## config.mk

```make
export PLATFORM = sky130hd
export DESIGN_NAME = logic_unit_flags
export DESIGN_NICKNAME = d
export VERILOG_FILES = /design/src/common/logic_unit_pkg.sv /design/src/hw/unit_edge_sense.sv /design/src/hw/logic_unit_flags.sv
export SDC_FILE = /design/constraint.sdc
export NUM_CORES = 1
export LEC_CHECK = 0
export BUFFER_PORTS_ARGS = -buffer_cell sky130_fd_sc_hd__buf_2
export CAP_MARGIN = 20
export CORE_ASPECT_RATIO = 2
export CORE_MARGIN = 2
export CORE_UTILIZATION = 59
export CTS_CLUSTER_DIAMETER = 40
export DETAILED_ROUTE_END_ITERATION = 8
export MAX_ROUTING_LAYER = met4
export PLACE_DENSITY = 0.89
export SLEW_MARGIN = 30
export SYNTH_ARGS = -nofsm -noshare
export SYNTH_HDL_FRONTEND = slang
export SYNTH_SLANG_ARGS = --single-unit
```

## constraint.sdc

```tcl
create_clock -name core_clk -period 5.1 [get_ports core_clk]
set_input_delay 0.765 -clock core_clk [delete_from_list [all_inputs] [get_ports core_clk]]
set_output_delay 0.765 -clock core_clk [all_outputs]
set_load 0.05 [all_outputs]
```

## src/common/logic_unit_pkg.sv

```systemverilog
// Purpose: shared constants and carriers for the logic unit flag and function-select block
// Assumes: 8-bit special-function-register port of the core, one system clock
// Notes: offsets are the core's register addresses inside the block's page
package logic_unit_pkg;

  localparam int UNIT_COUNT = 4;
  localparam int SOURCE_COUNT = 16;

  // Register page and addresses
  localparam logic [7:0] REG_PAGE = 8'h20;
  localparam logic [7:0] UNIT0_INPUT_SELECT_ADDR = 8'h84;
  localparam logic [7:0] UNIT0_TRUTH_TABLE_ADDR = 8'haf;
  localparam logic [7:0] OUTPUT_STATE_ADDR = 8'hd1;
  localparam logic [7:0] EDGE_FLAG_ADDR = 8'he8;

  // Bit addresses of the bit-addressable flag register share its upper five bits
  localparam int BIT_GROUP_LSB = 3;
  localparam logic [4:0] EDGE_FLAG_BIT_GROUP = 5'h1d;

  // Field positions
  localparam int INPUT_A_LSB = 4;
  localparam int INPUT_B_LSB = 0;
  localparam int SELECT_WIDTH = 4;
  localparam int RISING_FLAG_OFFSET = 1;
  localparam int FALLING_FLAG_OFFSET = 0;
  localparam int FLAGS_PER_UNIT = 2;

  // Reset values
  localparam logic [7:0] INPUT_SELECT_RESET = 8'h00;
  localparam logic [7:0] TRUTH_TABLE_RESET = 8'h00;
  localparam logic [7:0] EDGE_FLAG_RESET = 8'h00;
  localparam logic [7:0] READ_DATA_RESET = 8'h00;

  // Synchroniser depth in front of the edge detectors
  localparam int SYNC_STAGES = 2;

  // One access from the core: byte read or write, or single-bit read or write
  typedef struct packed {
    logic [7:0] page;
    logic [7:0] addr;
    logic [7:0] wdata;
    logic we;
    logic re;
    logic [7:0] bit_addr;
    logic bit_value;
    logic bit_we;
    logic bit_re;
  } sfr_req_type;

  // Answer to a read, one cycle after the request
  typedef struct packed {
    logic [7:0] rdata;
    logic rbit;
    logic rvalid;
  } sfr_rsp_type;

endpackage

```

## src/hw/unit_edge_sense.sv

```systemverilog
// Purpose: resynchronise the unit outputs and find their edges on the system clock
// Assumes: unit outputs are asynchronous to core_clk
// Notes: rise and fall are one-cycle pulses aligned with the synchronised level
`timescale 1ns/1ps
module unit_edge_sense #(
  parameter int UNITS = logic_unit_pkg::UNIT_COUNT
) (
  input wire logic core_clk,
  input wire logic rst,
  input wire logic ce,
  input wire logic [UNITS-1:0] unit_raw,
  output logic [UNITS-1:0] level,
  output logic [UNITS-1:0] rise,
  output logic [UNITS-1:0] fall
);

  typedef struct packed {
    logic [UNITS-1:0] meta;
    logic [UNITS-1:0] sync;
    logic [UNITS-1:0] prev;
  } sense_state_type;

  sense_state_type state_reg;
  sense_state_type state_next;

  always_comb begin
    state_next = state_reg;
    // The first stage feeds only the second stage
    state_next.meta = unit_raw;
    state_next.sync = state_reg.meta;
    state_next.prev = state_reg.sync;
  end

  always_ff @(posedge core_clk) begin
    if (rst) begin
      state_reg <= '0;
    end else if (ce) begin
      state_reg <= state_next;
    end
  end

  genvar u;
  generate
    for (u = 0; u < UNITS; u++) begin : g_unit
      // Only one of the two can be true for any one change of level
      assign rise[u] = state_reg.sync[u] & ~state_reg.prev[u];
      assign fall[u] = ~state_reg.sync[u] & state_reg.prev[u];
    end
  endgenerate

  assign level = state_reg.sync;

endmodule

```

## src/hw/logic_unit_flags.sv

```systemverilog
// Purpose: edge flags, output image and unit 0 input and function select for four logic units
// Assumes: core register port on core_clk; unit inputs and outputs asynchronous to it
// Notes: read data is registered and answers one cycle after the read strobe;
// asynchronous unit inputs are synchronised before any logic reads them,
// so a pin change reaches the output image four edges later
`timescale 1ns/1ps
module logic_unit_flags #(
  parameter int UNITS = logic_unit_pkg::UNIT_COUNT,
  parameter int SOURCES = logic_unit_pkg::SOURCE_COUNT
) (
  input wire logic core_clk,
  input wire logic rst,
  input wire logic ce,
  input wire logic_unit_pkg::sfr_req_type sfr_req,
  output logic_unit_pkg::sfr_rsp_type sfr_rsp,
  input wire logic [UNITS-1:0] unit_enable,
  input wire logic [2*UNITS-1:0] edge_irq_enable,
  input wire logic [SOURCES-1:0] unit0_sources,
  input wire logic unit0_carry_in,
  input wire logic [UNITS-1:1] other_unit_out,
  output logic [logic_unit_pkg::SELECT_WIDTH-1:0] unit0_input_a_select,
  output logic [logic_unit_pkg::SELECT_WIDTH-1:0] unit0_input_b_select,
  output logic [UNITS-1:0] unit_output_level,
  output logic edge_irq_request
);

  localparam int SW = logic_unit_pkg::SELECT_WIDTH;

  typedef struct packed {
    logic [7:0] input_select;
    logic [7:0] truth_table;
    logic [2*UNITS-1:0] edge_flags;
    logic [7:0] rdata;
    logic rbit;
    logic rvalid;
    // Two-stage synchronisers for the asynchronous unit inputs
    logic [SOURCES-1:0] src_meta;
    logic [SOURCES-1:0] src_sync;
    logic carry_meta;
    logic carry_sync;
    logic [UNITS-1:1] other_meta;
    logic [UNITS-1:1] other_sync;
  } flags_state_type;

  flags_state_type state_reg;
  flags_state_type state_next;

  // Decoded accesses
  logic page_hit;
  logic sel_input_select;
  logic sel_truth_table;
  logic sel_output_state;
  logic sel_edge_flags;
  logic bit_hit;
  logic [2:0] bit_index;

  // Unit 0 datapath
  logic [SW-1:0] sel_a;
  logic [SW-1:0] sel_b;
  logic input_a;
  logic input_b;
  logic [2:0] table_index;
  logic unit0_lut;
  logic [UNITS-1:0] unit_raw;

  // Synchronised copies of the asynchronous unit inputs
  logic [SOURCES-1:0] sources_sync;
  logic carry_sync;
  logic [UNITS-1:1] others_sync;

  // Byte writes that land in a register this cycle
  logic write_input_select;
  logic write_truth_table;

  // Per-flag software access and next value
  logic [2*UNITS-1:0] flag_byte_write;
  logic [2*UNITS-1:0] flag_bit_write;
  logic [2*UNITS-1:0] flag_sw_write;
  logic [2*UNITS-1:0] flag_sw_value;
  logic [2*UNITS-1:0] flag_next;

  // Edge detector results
  logic [UNITS-1:0] sync_level;
  logic [UNITS-1:0] rise;
  logic [UNITS-1:0] fall;
  logic [2*UNITS-1:0] edge_set;
  logic [7:0] output_image;
  logic [7:0] flag_image;

  assign page_hit = (sfr_req.page == logic_unit_pkg::REG_PAGE);
  assign bit_index = sfr_req.bit_addr[2:0];
  assign write_input_select = sfr_req.we && sel_input_select;
  assign write_truth_table = sfr_req.we && sel_truth_table;

  always_comb begin
    sel_input_select = 1'b0;
    sel_truth_table = 1'b0;
    sel_output_state = 1'b0;
    sel_edge_flags = 1'b0;
    if (!page_hit) begin
      sel_edge_flags = 1'b0;
    end else if (sfr_req.addr == logic_unit_pkg::UNIT0_INPUT_SELECT_ADDR) begin
      sel_input_select = 1'b1;
    end else if (sfr_req.addr == logic_unit_pkg::UNIT0_TRUTH_TABLE_ADDR) begin
      sel_truth_table = 1'b1;
    end else if (sfr_req.addr == logic_unit_pkg::OUTPUT_STATE_ADDR) begin
      sel_output_state = 1'b1;
    end else if (sfr_req.addr == logic_unit_pkg::EDGE_FLAG_ADDR) begin
      sel_edge_flags = 1'b1;
    end
  end

  // Bit addresses e8..ef reach the eight flags one at a time
  assign bit_hit = page_hit
    && (sfr_req.bit_addr[7:logic_unit_pkg::BIT_GROUP_LSB] == logic_unit_pkg::EDGE_FLAG_BIT_GROUP);

  // Unit 0 input multiplexers, steered by the stored selectors
  assign sel_a = state_reg.input_select[logic_unit_pkg::INPUT_A_LSB +: SW];
  assign sel_b = state_reg.input_select[logic_unit_pkg::INPUT_B_LSB +: SW];
  assign input_a = sources_sync[sel_a];
  assign input_b = sources_sync[sel_b];

  // The truth table and the enables read only the second stage
  assign sources_sync = state_reg.src_sync;
  assign carry_sync = state_reg.carry_sync;
  assign others_sync = state_reg.other_sync;

  // Truth table: A is the most significant select line, carry-in the least
  assign table_index = {input_a, input_b, carry_sync};
  // With e4 the carry picks A when high and B when low
  assign unit0_lut = state_reg.truth_table[table_index];

  // A disabled unit reads low; after the one falling edge that disabling a high unit gives, it produces no new edges
  assign unit_raw = {others_sync, unit0_lut} & unit_enable;

  unit_edge_sense #(
    .UNITS(UNITS)
  ) edge_sense (
    .core_clk(core_clk),
    .rst(rst),
    .ce(ce),
    .unit_raw(unit_raw),
    .level(sync_level),
    .rise(rise),
    .fall(fall)
  );

  genvar u;
  generate
    for (u = 0; u < UNITS; u++) begin : g_flag_map
      assign edge_set[u*logic_unit_pkg::FLAGS_PER_UNIT + logic_unit_pkg::RISING_FLAG_OFFSET] =
        rise[u];
      assign edge_set[u*logic_unit_pkg::FLAGS_PER_UNIT + logic_unit_pkg::FALLING_FLAG_OFFSET] =
        fall[u];
    end
  endgenerate

  genvar f;
  generate
    for (f = 0; f < 2*UNITS; f++) begin : g_flag_bit
      assign flag_byte_write[f] = sfr_req.we && sel_edge_flags;
      assign flag_bit_write[f] = sfr_req.bit_we && bit_hit && (bit_index == 3'(f));
      assign flag_sw_write[f] = flag_byte_write[f] || flag_bit_write[f];
      // A bit write wins over a byte write for its own flag
      assign flag_sw_value[f] = flag_bit_write[f] ? sfr_req.bit_value : sfr_req.wdata[f];
      // Hardware set wins over a clear in the same cycle, so no edge is lost
      assign flag_next[f] = (flag_sw_write[f] ? flag_sw_value[f] : state_reg.edge_flags[f])
        | edge_set[f];
    end
  endgenerate

  // Upper bits of the output image are reserved and read zero
  always_comb begin
    output_image = 8'h00;
    output_image[UNITS-1:0] = sync_level;
  end

  always_comb begin
    flag_image = 8'h00;
    flag_image[2*UNITS-1:0] = state_reg.edge_flags;
  end

  always_comb begin
    state_next = state_reg;
    state_next.rvalid = 1'b0;

    if (write_input_select) begin
      state_next.input_select = sfr_req.wdata;
    end
    if (write_truth_table) begin
      state_next.truth_table = sfr_req.wdata;
    end
    // Writes to the output image fall away
    state_next.edge_flags = flag_next;
    // The first stage of each synchroniser feeds only the second
    state_next.src_meta = unit0_sources;
    state_next.src_sync = state_reg.src_meta;
    state_next.carry_meta = unit0_carry_in;
    state_next.carry_sync = state_reg.carry_meta;
    state_next.other_meta = other_unit_out;
    state_next.other_sync = state_reg.other_meta;

    if (sfr_req.re) begin
      state_next.rvalid = 1'b1;
      if (sel_input_select) begin
        state_next.rdata = state_reg.input_select;
      end else if (sel_truth_table) begin
        state_next.rdata = state_reg.truth_table;
      end else if (sel_output_state) begin
        state_next.rdata = output_image;
      end else if (sel_edge_flags) begin
        state_next.rdata = flag_image;
      end else begin
        state_next.rdata = 8'h00;
      end
    end
    if (sfr_req.bit_re) begin
      state_next.rvalid = 1'b1;
      state_next.rbit = bit_hit ? flag_image[bit_index] : 1'b0;
    end
  end

  always_ff @(posedge core_clk) begin
    if (rst) begin
      state_reg.input_select <= logic_unit_pkg::INPUT_SELECT_RESET;
      state_reg.truth_table <= logic_unit_pkg::TRUTH_TABLE_RESET;
      state_reg.edge_flags <= logic_unit_pkg::EDGE_FLAG_RESET[2*UNITS-1:0];
      state_reg.rdata <= logic_unit_pkg::READ_DATA_RESET;
      state_reg.rbit <= 1'b0;
      state_reg.rvalid <= 1'b0;
      state_reg.src_meta <= '0;
      state_reg.src_sync <= '0;
      state_reg.carry_meta <= 1'b0;
      state_reg.carry_sync <= 1'b0;
      state_reg.other_meta <= '0;
      state_reg.other_sync <= '0;
    end else if (ce) begin
      state_reg <= state_next;
    end
  end

  assign sfr_rsp.rdata = state_reg.rdata;
  assign sfr_rsp.rbit = state_reg.rbit;
  assign sfr_rsp.rvalid = state_reg.rvalid;
  assign unit0_input_a_select = sel_a;
  assign unit0_input_b_select = sel_b;
  assign unit_output_level = sync_level;
  // Level request; it stays up until software clears the enabled flag or its enable bit
  assign edge_irq_request = |(state_reg.edge_flags & edge_irq_enable);

endmodule

```

==> impl_metrics.tcl <==
set metrics [dict create \
    wire_per_inst_um 18.3 \
    status "finished clean" \
    start_kind "input port" \
    start_util_pct 60.6 \
    min_path_type "flop to flop" \
    clockBufferDepth 2 \
    power.density_mw_per_mm2 330 \
    worstMarginPinSlew_ps 754 \
    synth-main-ff-cell "dfxtp_1" \
    placed_area_mm2 0.00469 \
    cts-root-buf "clkbuf_16" \
    rows 44 \
    cts.sinks 86 \
    period_share_pct 49.0 \
    syn2layout_area_growth_pct 15.9 \
    gpl.final_weighted_congestion 0.915 \
    hold_viol 0 \
    slowest_stage "nor4_4" \
    io_buffers 94 \
    required_ps 5320 \
    synthesis.area_mm2 0.00437 \
    final_common_cell "buf_2" \
    fp.coreArea_mm2 0.00721 \
    yosysSeqAreaShare_pct 39.4 \
    synth.ff_latch_count 86 \
    grt_pass1_wl_um 17500 \
    numCtsBuffers 9 \
    overflow 0 \
    finalClockSkew_ps 9.10 \
    rsz0062_at_grt "no" \
    n_antenna_cell 0 \
    ios 95 \
    first_pass_iters 6 \
    async_flop_share_pct 0 \
    synth_cells 453 \
    wl_um 11000 \
    post_cts_resized 0 \
    antenna_found_initial 0 \
    relSlewSlack_pct 49.7 \
    finalNetCount 580 \
    report.final.slew_viol_count 0 \
    grt_max_degree 80 \
    drive_above_1_share_pct 26.5 \
    p_leak_nw 2.12 \
    path_clk_slew_ps 60 \
    endpoint_kind "flop" \
    vias 3724 \
    maxCapViolCount 0 \
    final_antenna_net_count 0 \
    fillers 559 \
    largest_reg_flops 20 \
    grtUsageTotal_pct 28.7 \
    cts_htree_levels 3 \
    ys_types 49 \
    yosysWarningCount 0 \
    cp.arrival_ps 2720 \
    cts_setup_buffers 0 \
    die_h_um 126 \
    ir_drop_v 0.000264 \
    report.final.setup_viol 0 \
    postCtsHoldBufs 0 \
    cp_cell_sequence "buf_2 > nor4b_4 > nand4b_4 > nor4_4 > mux2i_1 > nor2_1" \
    path_class "input port to flop" \
    drc 0 \
    fp.dieW_um 64.9 \
    rrSetupSlack_ps 2860 \
    drtIter0Drc 323 \
    crit_fanout 8 \
    design_area_mm2 0.00506 \
    hpwl_um 7930 \
    layout_common_cells "buf_2, nor2_1, dfxtp_1" \
    grt_pass1_vias 3670 \
    cts_tree "done" \
    routed_via_density 6.16 \
    synth_area_per_cell_um2 9.65 \
    period_needed_ps 2500 \
    die_area_mm2 0.00815 \
    final.setup.tns_ps 0 \
    synth_edf_count 0 \
    clkLatencyLatePin_ps 340 \
    syn-num-nets 525 \
    critical_path.max_stage_delay_ps 750 \
    fmax_mhz 401 \
]
==> final timing paths <==
path,start,endpoint,depth (start not counted)
hold / removal,sfr_rsp[1],sfr_rsp[1],2
setup / recovery,sfr_req[33],state_reg[61],6
hold reg to reg,sfr_rsp[1],sfr_rsp[1],2
setup reg to reg,unit0_input_b_select[2],edge_sense.state_next[4],5
==> metrics by stage <==
stage	power [W]	worst slack (ps)	instances	utilization [%]	hold slack (ps)
6_report	0.00167	2600	605	70.2	451
5_1_grt	0.00172	2490	605	70.2	488
4_1_cts	0.00168	2450	605	70.1	453
3_5_place_dp	0.000890	2130	589	65.0	445
3_3_place_gp	0.000885	2220	589	65.0	438
2_1_floorplan	0.000836	2710	453	-	432
==> worst max-delay path, delay by kind of cell <==
kind,cells,cell delay [ps]
AND/OR/NAND/NOR,4,1510
multiplexers,1,330
buffers and inverters,1,110
==> cell usage after synthesis, types with 3 or more instances <==
library cell | n | area share (%)
dfxtp_1 | 86 | 39
nor2_1 | 86 | 7.4
mux2i_1 | 74 | 17
buf_4 | 22 | 3.8
clkbuf_1 | 21 | 1.8
a211oi_1 | 14 | 2.4
nand3_1 | 13 | 1.5
nand2_1 | 12 | 1.0
mux4_2 | 10 | 5.2
nand2b_1 | 9 | 1.3
o21ai_0 | 9 | 1.0
inv_1 | 8 | 0.69
mux2_2 | 7 | 1.8
o2bb2ai_1 | 7 | 1.4
buf_1 | 6 | 0.52
a222oi_1 | 5 | 1.1
nand4_1 | 5 | 0.72
a21oi_1 | 4 | 0.46
a22oi_1 | 4 | 0.69
a21boi_0 | 3 | 0.52
a221oi_1 | 3 | 0.60
a22o_1 | 3 | 0.60
nor2b_1 | 3 | 0.43
nor3_1 | 3 | 0.34
nor4_4 | 3 | 1.5
o311a_1 | 3 | 0.69
==> area by class of cell <==
cell class	instances	area, µm²	area share [%]
clock buffer	9	225	4.45
timing repair buffer	95	487	9.61
clock inverter	7	145	2.87
sequential	86	1720	34.0
tap	92	115	2.27
inverter	8	30.0	0.593
multi-input combinational	308	2340	46.2
==> report_power, final <==
group | total [W] | internal, W | switching (W)
sequential | 0.000715 | 0.000695 | 0.0000200
combinational | 0.000162 | 0.0000682 | 0.0000942
clock | 0.000796 | 0.000530 | 0.000265
total | 0.00167 | 0.00129 | 0.000380
==> layer usage <==
layer / part of all wire, % / vias to the layer above / global-route usage, % / routed length [µm]
met5: 0 / - / - / 0
met2: 50 / 179 / 47.1 / 5550
met4: 7.8 / 0 / 23.2 / 858
li1: - / 1737 / - / -
met1: 36 / 1747 / 29.6 / 3940
met3: 6.3 / 61 / 4.20 / 700
==> logic make-up (layout without fill, tap and decap cells) <==
logic type	Yosys count	count (layout)	share of synthesized area, %
flops	86	86	39.4
buf+inv	59	119	7.02
mux	91	91	23.9
compound gates	65	65	11.4
simple gates	152	152	18.2
(Power assumes the default switching activity.)
